--- config.mk ---
export PLATFORM = sky130hd
export DESIGN_NAME = asram_host
export DESIGN_NICKNAME = d
export VERILOG_FILES = /design/src/hdl/asram_pkg.sv /design/src/hdl/asram_sync.sv /design/src/hdl/asram_host.sv
export SDC_FILE = /design/constraint.sdc
export NUM_CORES = 1
export LEC_CHECK = 0
export BUFFER_PORTS_ARGS = -buffer_cell sky130_fd_sc_hd__clkbuf_2
export CORE_UTILIZATION = 40
export DETAILED_ROUTE_END_ITERATION = 6
export SYNTH_ARGS = -nofsm -noshare
export SYNTH_HDL_FRONTEND = slang
export SYNTH_SLANG_ARGS = --single-unit
--- constraint.sdc ---
create_clock -name clk -period 2.1 [get_ports clk]
set_input_delay 0.42 -clock clk [delete_from_list [all_inputs] [get_ports clk]]
set_output_delay 0.42 -clock clk [all_outputs]
set_load 0.005 [all_outputs]
--- src/hdl/asram_pkg.sv ---
package asram_pkg;

  localparam int ASRAM_ADDR_W = 15;
  localparam int ASRAM_DATA_W = 8;
  localparam int ASRAM_CLK_MHZ = 40;
  localparam int ASRAM_PERIOD_NS = 25;

  // Fastest-grade timing figures, in nanoseconds.
  localparam int READ_CYCLE_MIN_NS = 70;
  localparam int WRITE_CYCLE_MIN_NS = 70;
  localparam int T_ACCESS_CE_NS = 70;
  localparam int T_ACCESS_OE_NS = 35;
  localparam int T_SELECT_TO_END_NS = 65;
  localparam int T_ADDR_TO_END_NS = 65;
  localparam int T_WRITE_PULSE_NS = 55;
  localparam int T_DATA_SETUP_NS = 30;
  localparam int WRITE_RECOVERY_STROBE_NS = 5;
  localparam int WRITE_RECOVERY_SELECT_NS = 15;
  localparam int DATA_HOLD_STROBE_NS = 0;
  localparam int T_FLOAT_NS = 25;

  function automatic int asram_min_cyc(input int ns);
    int c;
    c = (ns + ASRAM_PERIOD_NS - 1) / ASRAM_PERIOD_NS;
    return (c < 1) ? 1 : c;
  endfunction

  localparam int WR_PULSE_CYC = asram_min_cyc(T_WRITE_PULSE_NS >
      T_SELECT_TO_END_NS ? T_WRITE_PULSE_NS : T_SELECT_TO_END_NS);
  localparam int WR_SETUP_CYC = asram_min_cyc(T_DATA_SETUP_NS);
  localparam int WR_REC_CYC = asram_min_cyc(WRITE_RECOVERY_STROBE_NS);
  localparam int RD_ACCESS_CYC = asram_min_cyc(T_ACCESS_CE_NS);
  localparam int RD_FLOAT_CYC = asram_min_cyc(T_FLOAT_NS);
  localparam int WR_CYCLE_CYC = asram_min_cyc(WRITE_CYCLE_MIN_NS);
  localparam int RD_CYCLE_CYC = asram_min_cyc(READ_CYCLE_MIN_NS);
  localparam logic [3:0] ASRAM_CNT_ZERO = 4'h0;

  typedef struct packed {
    logic                    write;
    logic [ASRAM_ADDR_W-1:0] addr;
    logic [ASRAM_DATA_W-1:0] wdata;
  } asram_req_t;

  typedef struct packed {
    logic                    select_n;
    logic                    out_en_n;
    logic                    strobe_n;
    logic [ASRAM_ADDR_W-1:0] addr;
  } asram_pins_t;

endpackage

--- src/hdl/asram_sync.sv ---
`timescale 1ns/10ps
module asram_sync import asram_pkg::*; #(
  parameter int WIDTH = ASRAM_DATA_W
) (
  input  wire logic             clk,
  input  wire logic             rst_n,
  input  wire logic [WIDTH-1:0] din,
  output logic      [WIDTH-1:0] dout
);

  // Stage one feeds stage two only; a value counts once two and three agree.
  logic [WIDTH-1:0] s1_reg;
  logic [WIDTH-1:0] s2_reg;
  logic [WIDTH-1:0] s3_reg;
  logic [WIDTH-1:0] out_reg;
  logic [WIDTH-1:0] out_next;

  always_comb begin
    out_next = (s2_reg == s3_reg) ? s3_reg : out_reg;
  end

  always_ff @(posedge clk or negedge rst_n) begin
    if (!rst_n) begin
      s1_reg  <= '0;
      s2_reg  <= '0;
      s3_reg  <= '0;
      out_reg <= '0;
    end else begin
      s1_reg  <= din;
      s2_reg  <= s1_reg;
      s3_reg  <= s2_reg;
      out_reg <= out_next;
    end
  end

  assign dout = out_reg;

endmodule

--- src/hdl/asram_host.sv ---
`timescale 1ns/10ps
module asram_host import asram_pkg::*; #(
  parameter int ADDR_W = ASRAM_ADDR_W,
  parameter int DATA_W = ASRAM_DATA_W
) (
  input  wire logic              clk,
  input  wire logic              rst_n,
  input  wire logic              req_valid,
  input  wire logic              req_write,
  input  wire logic [ADDR_W-1:0] req_addr,
  input  wire logic [DATA_W-1:0] req_wdata,
  output logic                   req_ready,
  output logic                   rsp_valid,
  output logic      [DATA_W-1:0] rsp_rdata,
  output logic      [ADDR_W-1:0] mem_addr,
  output logic                   mem_select_n,
  output logic                   mem_out_en_n,
  output logic                   mem_strobe_n,
  input  wire logic [DATA_W-1:0] mem_dq_i,
  output logic      [DATA_W-1:0] mem_dq_o,
  output logic                   mem_dq_oe
);

  if (ADDR_W != ASRAM_ADDR_W || DATA_W != ASRAM_DATA_W) begin
    $error("asram_host: only 15-bit address and 8-bit data are served");
  end

  //////////////////////////////////////////////////////////////////////////
  // Data pin input synchroniser.

  logic [DATA_W-1:0] dq_sync;

  asram_sync #(
    .WIDTH (DATA_W)
  ) u_dq_sync (
    .clk   (clk),
    .rst_n (rst_n),
    .din   (mem_dq_i),
    .dout  (dq_sync)
  );

  //////////////////////////////////////////////////////////////////////////
  // Access sequencer.

  typedef enum logic [2:0] {
    ASRAM_IDLE,
    ASRAM_WR_SETUP,
    ASRAM_WR_PULSE,
    ASRAM_WR_RECOVER,
    ASRAM_RD_ACCESS,
    ASRAM_RD_SAMPLE,
    ASRAM_RD_FLOAT
  } asram_state_t;

  // The read wait covers access time plus the three-stage input pipeline.
  localparam int RD_WAIT_CYC = RD_ACCESS_CYC + 3;
  localparam logic [3:0] CNT_WR_SETUP = 4'(WR_SETUP_CYC);
  localparam logic [3:0] CNT_WR_PULSE = 4'(WR_PULSE_CYC);
  localparam logic [3:0] CNT_WR_REC = 4'(WR_REC_CYC);
  localparam logic [3:0] CNT_RD_WAIT = 4'(RD_WAIT_CYC);
  localparam logic [3:0] CNT_RD_FLOAT = 4'(RD_FLOAT_CYC);
  localparam logic [3:0] CNT_ONE = 4'h1;

  if (RD_WAIT_CYC > 15 || WR_PULSE_CYC > 15) begin
    $error("asram_host: wait counts exceed the counter width");
  end

  asram_state_t      state_reg;
  asram_state_t      state_next;
  logic [3:0]        cnt_reg;
  logic [3:0]        cnt_next;
  asram_req_t        req_reg;
  asram_req_t        req_next;
  asram_pins_t       pins_reg;
  asram_pins_t       pins_next;
  logic [DATA_W-1:0] dq_o_reg;
  logic [DATA_W-1:0] dq_o_next;
  logic              dq_oe_reg;
  logic              dq_oe_next;
  logic              ready_reg;
  logic              ready_next;
  logic              rsp_valid_reg;
  logic              rsp_valid_next;
  logic [DATA_W-1:0] rdata_reg;
  logic [DATA_W-1:0] rdata_next;
  logic              cnt_done;

  assign cnt_done = (cnt_reg == CNT_ONE) || (cnt_reg == ASRAM_CNT_ZERO);

  always_comb begin
    state_next     = state_reg;
    cnt_next       = (cnt_reg == ASRAM_CNT_ZERO) ? cnt_reg : cnt_reg - CNT_ONE;
    req_next       = req_reg;
    pins_next      = pins_reg;
    dq_o_next      = dq_o_reg;
    dq_oe_next     = dq_oe_reg;
    ready_next     = 1'b0;
    rsp_valid_next = 1'b0;
    rdata_next     = rdata_reg;
    case (state_reg)
      ASRAM_IDLE: begin
        ready_next = 1'b1;
        if (req_valid && ready_reg) begin
          ready_next     = 1'b0;
          req_next.write = req_write;
          req_next.addr  = req_addr;
          req_next.wdata = req_wdata;
          // Address moves only while select and strobe are high.
          pins_next.addr = req_addr;
          if (req_write) begin
            // Output enable stays high so the device never drives.
            pins_next.out_en_n = 1'b1;
            // Select falls first; strobe later marks the write start.
            pins_next.select_n = 1'b0;
            dq_o_next  = req_wdata;
            dq_oe_next = 1'b1;
            cnt_next   = CNT_WR_SETUP;
            state_next = ASRAM_WR_SETUP;
          end else begin
            pins_next.strobe_n = 1'b1;
            pins_next.select_n = 1'b0;
            pins_next.out_en_n = 1'b0;
            dq_oe_next = 1'b0;
            cnt_next   = CNT_RD_WAIT;
            state_next = ASRAM_RD_ACCESS;
          end
        end
      end
      ASRAM_WR_SETUP: begin
        if (cnt_done) begin
          pins_next.strobe_n = 1'b0;
          cnt_next   = CNT_WR_PULSE;
          state_next = ASRAM_WR_PULSE;
        end
      end
      ASRAM_WR_PULSE: begin
        // Select and data stay put for the whole pulse, which meets the
        // select-to-end and data-setup minimums too.
        if (cnt_done) begin
          pins_next.strobe_n = 1'b1;
          pins_next.select_n = 1'b1;
          cnt_next   = CNT_WR_REC;
          state_next = ASRAM_WR_RECOVER;
        end
      end
      ASRAM_WR_RECOVER: begin
        // Data is released one cycle after end of write; zero hold is allowed.
        dq_oe_next = 1'b0;
        if (cnt_done) begin
          state_next = ASRAM_IDLE;
          ready_next = 1'b1;
        end
      end
      ASRAM_RD_ACCESS: begin
        if (cnt_done) begin
          state_next = ASRAM_RD_SAMPLE;
        end
      end
      ASRAM_RD_SAMPLE: begin
        rdata_next         = dq_sync;
        rsp_valid_next     = 1'b1;
        pins_next.select_n = 1'b1;
        pins_next.out_en_n = 1'b1;
        // Bus must float before the host may drive it for a write.
        cnt_next   = CNT_RD_FLOAT;
        state_next = ASRAM_RD_FLOAT;
      end
      ASRAM_RD_FLOAT: begin
        if (cnt_done) begin
          state_next = ASRAM_IDLE;
          ready_next = 1'b1;
        end
      end
      default: begin
        state_next = ASRAM_IDLE;
        pins_next  = '{select_n: 1'b1, out_en_n: 1'b1, strobe_n: 1'b1,
                       addr: '0};
        dq_oe_next = 1'b0;
      end
    endcase
  end

  always_ff @(posedge clk or negedge rst_n) begin
    if (!rst_n) begin
      state_reg     <= ASRAM_IDLE;
      cnt_reg       <= ASRAM_CNT_ZERO;
      req_reg       <= '0;
      pins_reg      <= '{select_n: 1'b1, out_en_n: 1'b1, strobe_n: 1'b1,
                         addr: '0};
      dq_o_reg      <= '0;
      dq_oe_reg     <= 1'b0;
      ready_reg     <= 1'b0;
      rsp_valid_reg <= 1'b0;
      rdata_reg     <= '0;
    end else begin
      state_reg     <= state_next;
      cnt_reg       <= cnt_next;
      req_reg       <= req_next;
      pins_reg      <= pins_next;
      dq_o_reg      <= dq_o_next;
      dq_oe_reg     <= dq_oe_next;
      ready_reg     <= ready_next;
      rsp_valid_reg <= rsp_valid_next;
      rdata_reg     <= rdata_next;
    end
  end

  assign req_ready    = ready_reg;
  assign rsp_valid    = rsp_valid_reg;
  assign rsp_rdata    = rdata_reg;
  assign mem_addr     = pins_reg.addr;
  assign mem_select_n = pins_reg.select_n;
  assign mem_out_en_n = pins_reg.out_en_n;
  assign mem_strobe_n = pins_reg.strobe_n;
  assign mem_dq_o     = dq_o_reg;
  assign mem_dq_oe    = dq_oe_reg;

endmodule

==> metrics.yaml, run 1 <==
synth:
  syn_area_um2: 3070
  yosys_warnings: 0
  synth.most_common_cell: "dfrtp_1"
  synth_common_cells: "dfrtp_1 (73), nand2_1 (34), mux2_2 (24)"
  synth.distinct_cells: 47
  synth_top_area_share_pct: 59.6
  synth_largest_area_cell: "dfrtp_1"
  avgSynthCellArea_um2: 12.3
  synthCells: 250
  synthFlopType: "dfrtp_1"
  synth-edff-count: 0
  yosysSeqAreaShare_pct: 62.1
  yosys-top-cells-area: "dfrtp_1 (60%), mux2_2 (8.8%), nand2_1 (4.2%)"
  ys_ff_latch: 76
  synth_nets: 288
  synth_async_sr_flop_share_pct: 100
clock_tree:
  cts_root_buffer: "clkbuf_8"
  clock_sinks: 76
  cts_tree: "done"
  clock_path_buffers: 2
  clock_latency_ps: 350
  clk_pin_slew_ps: 90
  hold_buffers: 0
  htree_levels: 3
  cts_inserted_buffers: 9
  post_cts_buffers: 0
  cts_resized: 0
setup_path:
  slowest_delay_ps: 410
  crit_arrival_ps: 2130
  cp_slowest_cell: "dfrtp_1"
  worst_ep_required_time_ps: 2370
  worstSetupEndpointType: "flip-flop"
  path_class: "flip-flop to flip-flop"
  crit_chain: "inv_1 -> ha_1 -> o21bai_1 -> nor2_1 -> maj3_1 -> o21ai_0"
  crit_fanout: 6
  start_kind: "flip-flop"
die:
  die_w_um: 89.6
  core_area_um2: 7330
  die_h_um: 89.6
  dieArea_um2: 8020
  start_util_pct: 41.8
  io_pins: 72
  row_count: 31
timing:
  finalSetupViolCount: 0
  rsz0062_at_grt: "no"
  drv_slew: 0
  hold_violations: 0
  tns_ps: 0
  period_minus_slack_ps: 1850
  tightest_slew_ps: 629
  fmax_ghz: 0.539
  slew_headroom_pct: 58.1
  finalCritPeriodShare_pct: 88.3
  finalClockSkew_ps: 9.79
global_routing:
  antenna_found_initial: 0
  grt.busiest_layer: "met2"
  grt_pass1_vias: 2019
  grt_use_met1_pct: 22.0
  grt_util_met2_pct: 24.2
  grt_overflow_total: 0
  use_met3_pct: 3.60
  grt_pass1_wl_um: 9610
  grt_max_degree: 44
  grt_usage_pct: 16.2
placed_design:
  gp_congestion: 0.821
  portBuffers: 71
  placed_area_um2: 3560
  dp_hpwl_um: 4130
route:
  vias_per_cell: 5.06
  drt_pass1_iterations: 4
  num_vias: 2190
  final_antenna_net_count: 0
  drtIter0Drc: 163
  wl_per_cell_um: 13.6
  wirelength_um: 5900
  remaining_drc_errors: 0
pwr:
  vdd_drop_max_uv: 497
  leakage_nw: 1.92
  power_density_nw_per_um2: 1260
  seq_power_share_pct: 44.3
  netSwitchingFraction_pct: 35.7
  clockPowerShare_pct: 22.4
  switching_power_mw: 1.69
  internal_power_mw: 3.05
  total_power_mw: 4.74
  p_comb_share_pct: 33.3
job:
  maxCapViolCount: 0
layout:
  drive_above_1_share_pct: 38.6
  largest_reg_flops: 15
  antenna_cells: 0
  synthToLayoutAreaGrowth_pct: 22.4
  nNetsFinal: 367
  final_area_um2: 3750
outcome:
  status: "finished clean"
min_path:
  hold_path_class: "primary input to asynchronous set/reset pin"
## layout by cell type (no fill, tap or decap), drive strengths merged, types with 2 or more instances in the layout
master,netlist,routed
clkbuf,2,79
dfrtp,73,73
nand2,36,36
mux2,24,24
nand3,17,17
nor2,11,11
o21ai,10,10
inv,6,10
xor2,9,9
buf,9,9
nor3,6,6
a21oi,4,4
mux2i,3,3
nor4,3,3
ha,3,3
dfstp,3,3
clkinv,1,3
nand2b,2,2
o21ba,2,2
o21a,2,2
o22ai,2,2
a2bb2oi,2,2
o31ai,2,2
## per-layer routing
metal  vias to the layer above  part of all wire, %
li1                       1035                    -
met1                      1068                   44
met2                        79                   49
met3                         8                  5.5
met4                         0                  1.6
met5                         -                    0
## worst paths after layout
kind,from,end,slack (ps),cells after the start
setup reg to reg,cnt_reg[0],state_reg[1],250,6
min in group clk,mem_dq_i[5],u_dq_sync.s1_reg[5],170,1
max in group asynchronous,rst_n,u_dq_sync.s1_reg[7],1500,2
hold reg to reg,u_dq_sync.s1_reg[2],u_dq_sync.s2_reg[2],350,0
setup / recovery,cnt_reg[0],state_reg[1],250,6
hold / removal,rst_n,mem_dq_o[1],10,1
## cells by family (layout without fill, tap and decap cells)
family,Yosys count,count (layout),share of synthesized area (%)
AOI/OAI and AO/OA,36,36,8.65
xor gates and xnor gates,10,10,2.86
adders and majority gates,4,4,1.55
buffers and inverters,18,102,2.73
DFF,76,76,62.1
muxes,27,27,9.79
and+or+nand+nor,79,79,12.3
## critical path, delay by kind of cell, from the launching register on
kind / cells / cell delay, ps
simple gates: 1 / 160
compound gates: 2 / 510
flops: 1 / 410
buf+inv: 1 / 80
fa+ha+maj: 2 / 610
## layout make-up
| cell class | count | area, um2 |
|---|---|---|
| sequential | 76 | 1910 |
| tap | 99 | 124 |
| clock buffer | 9 | 124 |
| timing repair buffer | 79 | 430 |
| fill | 681 | 3580 |
| inverter | 7 | 26.3 |
| clock inverter | 7 | 65.1 |
| multi-input combinational | 156 | 1080 |
## power by group through the flow
stage / logic, mW / clock network (mW) / registers, mW
2_1_floorplan: 1.10 / 0 / 2.04
3_3_place_gp: 1.57 / 0 / 2.11
3_5_place_dp: 1.59 / 0 / 2.12
4_1_cts: 1.60 / 1.10 / 2.10
5_1_grt: 1.77 / 1.15 / 2.15
6_report: 1.58 / 1.06 / 2.10
## through the flow
stage | hold WS, ps | utilization, % | worst slack (ps) | cells
after floorplan | 124 | - | 478 | 250
after global placement | 333 | 48.6 | 362 | 417
after detailed placement | 336 | 48.6 | 319 | 417
after CTS | 26.3 | 51.2 | 290 | 433
after global routing | 38.6 | 51.2 | 138 | 433
final | 11.6 | 51.2 | 246 | 433
(Power assumes the default switching activity.)
==> run 2: changes to the inputs <==
--- a/config.mk
+++ b/config.mk
@@ -6,6 +6,7 @@
 export NUM_CORES = 1
 export LEC_CHECK = 0
 export BUFFER_PORTS_ARGS = -buffer_cell sky130_fd_sc_hd__clkbuf_2
+export CORE_MARGIN = 4
 export CORE_UTILIZATION = 40
 export DETAILED_ROUTE_END_ITERATION = 6
 export SYNTH_ARGS = -nofsm -noshare
==> constraint.sdc (replaced) <==
create_clock -name clk -period 2.3 [get_ports clk]
set_input_delay 0.46 -clock clk [delete_from_list [all_inputs] [get_ports clk]]
set_output_delay 0.46 -clock clk [all_outputs]
set_load 0.005 [all_outputs]
==> run 2 against run 1 <==
Against the previous run:
- worst setup slack improved by 240 ps
- combinational power fell by 13%
- sequential power shrank 8%
- register-to-register slack better by 240 ps
- non-clock buffer count fell by 4
- first-iteration DRC count increased by 30%
- hold slack gained 100 ps
- die area grew 14%
- global-route usage shrank 1.9 points
- sequential share of layout area rose by 0.41 points
- via count decreased by 2.9%
- largest power group unchanged
- highest routed layer unchanged
==> metrics.yaml, run 2 (synthesis gave the netlist of run 1 again) <==
timing:
  finalSetupViolCount: 0
  rsz0062_at_grt: "no"
  finalClockSkew_ps: 9.99
  tightest_slew_ps: 649
  period_minus_slack_ps: 1820
  drv_slew: 0
  fmax_ghz: 0.550
  tns_ps: 0
  hold_violations: 0
  finalCritPeriodShare_pct: 79.0
  slew_headroom_pct: 56.7
pwr:
  vdd_drop_max_uv: 434
  leakage_nw: 1.90
  power_density_nw_per_um2: 1150
  total_power_mw: 4.28
die:
  start_util_pct: 41.6
  core_area_um2: 7370
  die_w_um: 95.6
  die_h_um: 95.6
  row_count: 31
  dieArea_um2: 9130
  io_pins: 72
setup_path:
  path_class: "flip-flop to flip-flop"
  worstSetupEndpointType: "flip-flop"
  crit_chain: "inv_1 -> ha_1 -> o21bai_1 -> nor2_1 -> maj3_1 -> o21ai_0"
  cp_slowest_cell: "dfrtp_1"
  path_delay_family: "adder cells"
  ff2ff_path_depth: 6
  r2r_end: "state_reg[1]"
  crit_arrival_ps: 2090
  slowest_delay_ps: 420
  critical_path_depth: 6
  cp_num_buf_inv: 1
  crit_fanout: 6
  reg2reg_from: "cnt_reg[0]"
  endpoint: "state_reg[1]"
  worst_ep_required_time_ps: 2570
  start_kind: "flip-flop"
  cp-startpoint: "cnt_reg[0]"
  r2r_slack_ps: 480
layout:
  final_common_cell: "dfrtp_1"
  largest_reg_flops: 15
  synthToLayoutAreaGrowth_pct: 21.4
  drive_above_1_share_pct: 37.9
  nNetsFinal: 363
  antenna_cells: 0
  fill_cells: 683
  post-route-util_pct: 50.5
  final_area_um2: 3720
  final_cells: 429
  final_cell_mix: "dfrtp_1 (73), clkbuf_2 (70), nand2_1 (34), mux2_2 (24), nand3_1 (17)"
clock_tree:
  clock_latency_ps: 340
  post_cts_buffers: 0
  cts_resized: 0
  htree_levels: 3
  clock_path_buffers: 2
  clk_pin_slew_ps: 90
  hold_buffers: 0
  clock_sinks: 76
  cts_root_buffer: "clkbuf_8"
  cts_inserted_buffers: 9
  cts_tree: "done"
global_routing:
  grt_usage_pct: 14.4
  grt_pass1_wl_um: 10100
  antenna_found_initial: 0
  grt_overflow_total: 0
  grt_pass1_vias: 2153
  grt_max_degree: 46
route:
  vias_per_cell: 4.96
  drtIter0Drc: 212
  final_antenna_net_count: 0
  wl_per_cell_um: 13.8
  remaining_drc_errors: 0
  wirelength_um: 5910
  num_vias: 2126
  drt_pass1_iterations: 4
placed_design:
  gp_congestion: 0.857
  dp_cells: 413
  portBuffers: 71
  placed_area_um2: 3530
  dp_hpwl_um: 4110
outcome:
  status: "finished clean"
min_path:
  hold_path_class: "primary input to asynchronous set/reset pin"
job:
  maxCapViolCount: 0
-- run 2: cell count changes in the layout (fill, tap and decap cells not counted) --
cell,delta
buf_4,-4
-- run 2: how the worst min path moves through the flow --
stage | endpoint | slack [ps] | cells after the start
finish | mem_dq_o[2] | 110 | 1
global route | mem_dq_o[6] | 160 | 1
CTS | rsp_rdata[2] | 130 | 1
detailed placement | u_dq_sync.s2_reg[0] | 330 | 0
global placement | u_dq_sync.s2_reg[4] | 330 | 0
floorplan | cnt_reg[0] | 160 | 0
-- run 2: metal layers --
metal	share of wire, %	vias up	routed length (um)	global-route usage [%]
met5	0	-	0	0
met4	1.1	0	67	6.99
met3	7.0	5	415	3.79
met2	48	71	2820	21.2
met1	44	1023	2600	19.5
li1	-	1027	-	-
-- run 2: final cells by class --
class / instances / area, um2 / area share, %
Clock buffer: 9 / 124 / 3.33
Tap cell: 99 / 124 / 3.33
Inverter: 7 / 26.3 / 0.706
Clock inverter: 7 / 65.1 / 1.75
Timing Repair Buffer: 75 / 400 / 10.8
Sequential cell: 76 / 1910 / 51.2
Multi-Input combinational cell: 156 / 1080 / 28.9
-- run 2: power by group --
group	leakage (nW)	switching [mW]	total [mW]	internal [mW]
clock	0.0943	0.551	0.969	0.418
combinational	0.848	0.706	1.37	0.666
sequential	0.961	0.269	1.94	1.67
total	1.90	1.53	4.28	2.75
-- run 2: through the flow --
stage / setup WS [ps] / hold WS, ps
2_1_floorplan: 678 / 164
3_3_place_gp: 546 / 333
3_5_place_dp: 490 / 335
4_1_cts: 468 / 126
5_1_grt: 293 / 162
6_report: 482 / 114
-- run 2: worst register-to-register path, cell delays in order (launching register included) --
cell,delay [ps]
dfrtp_1,420
inv_1,80
ha_1,250
o21bai_1,340
nor2_1,160
maj3_1,370
o21ai_0,140
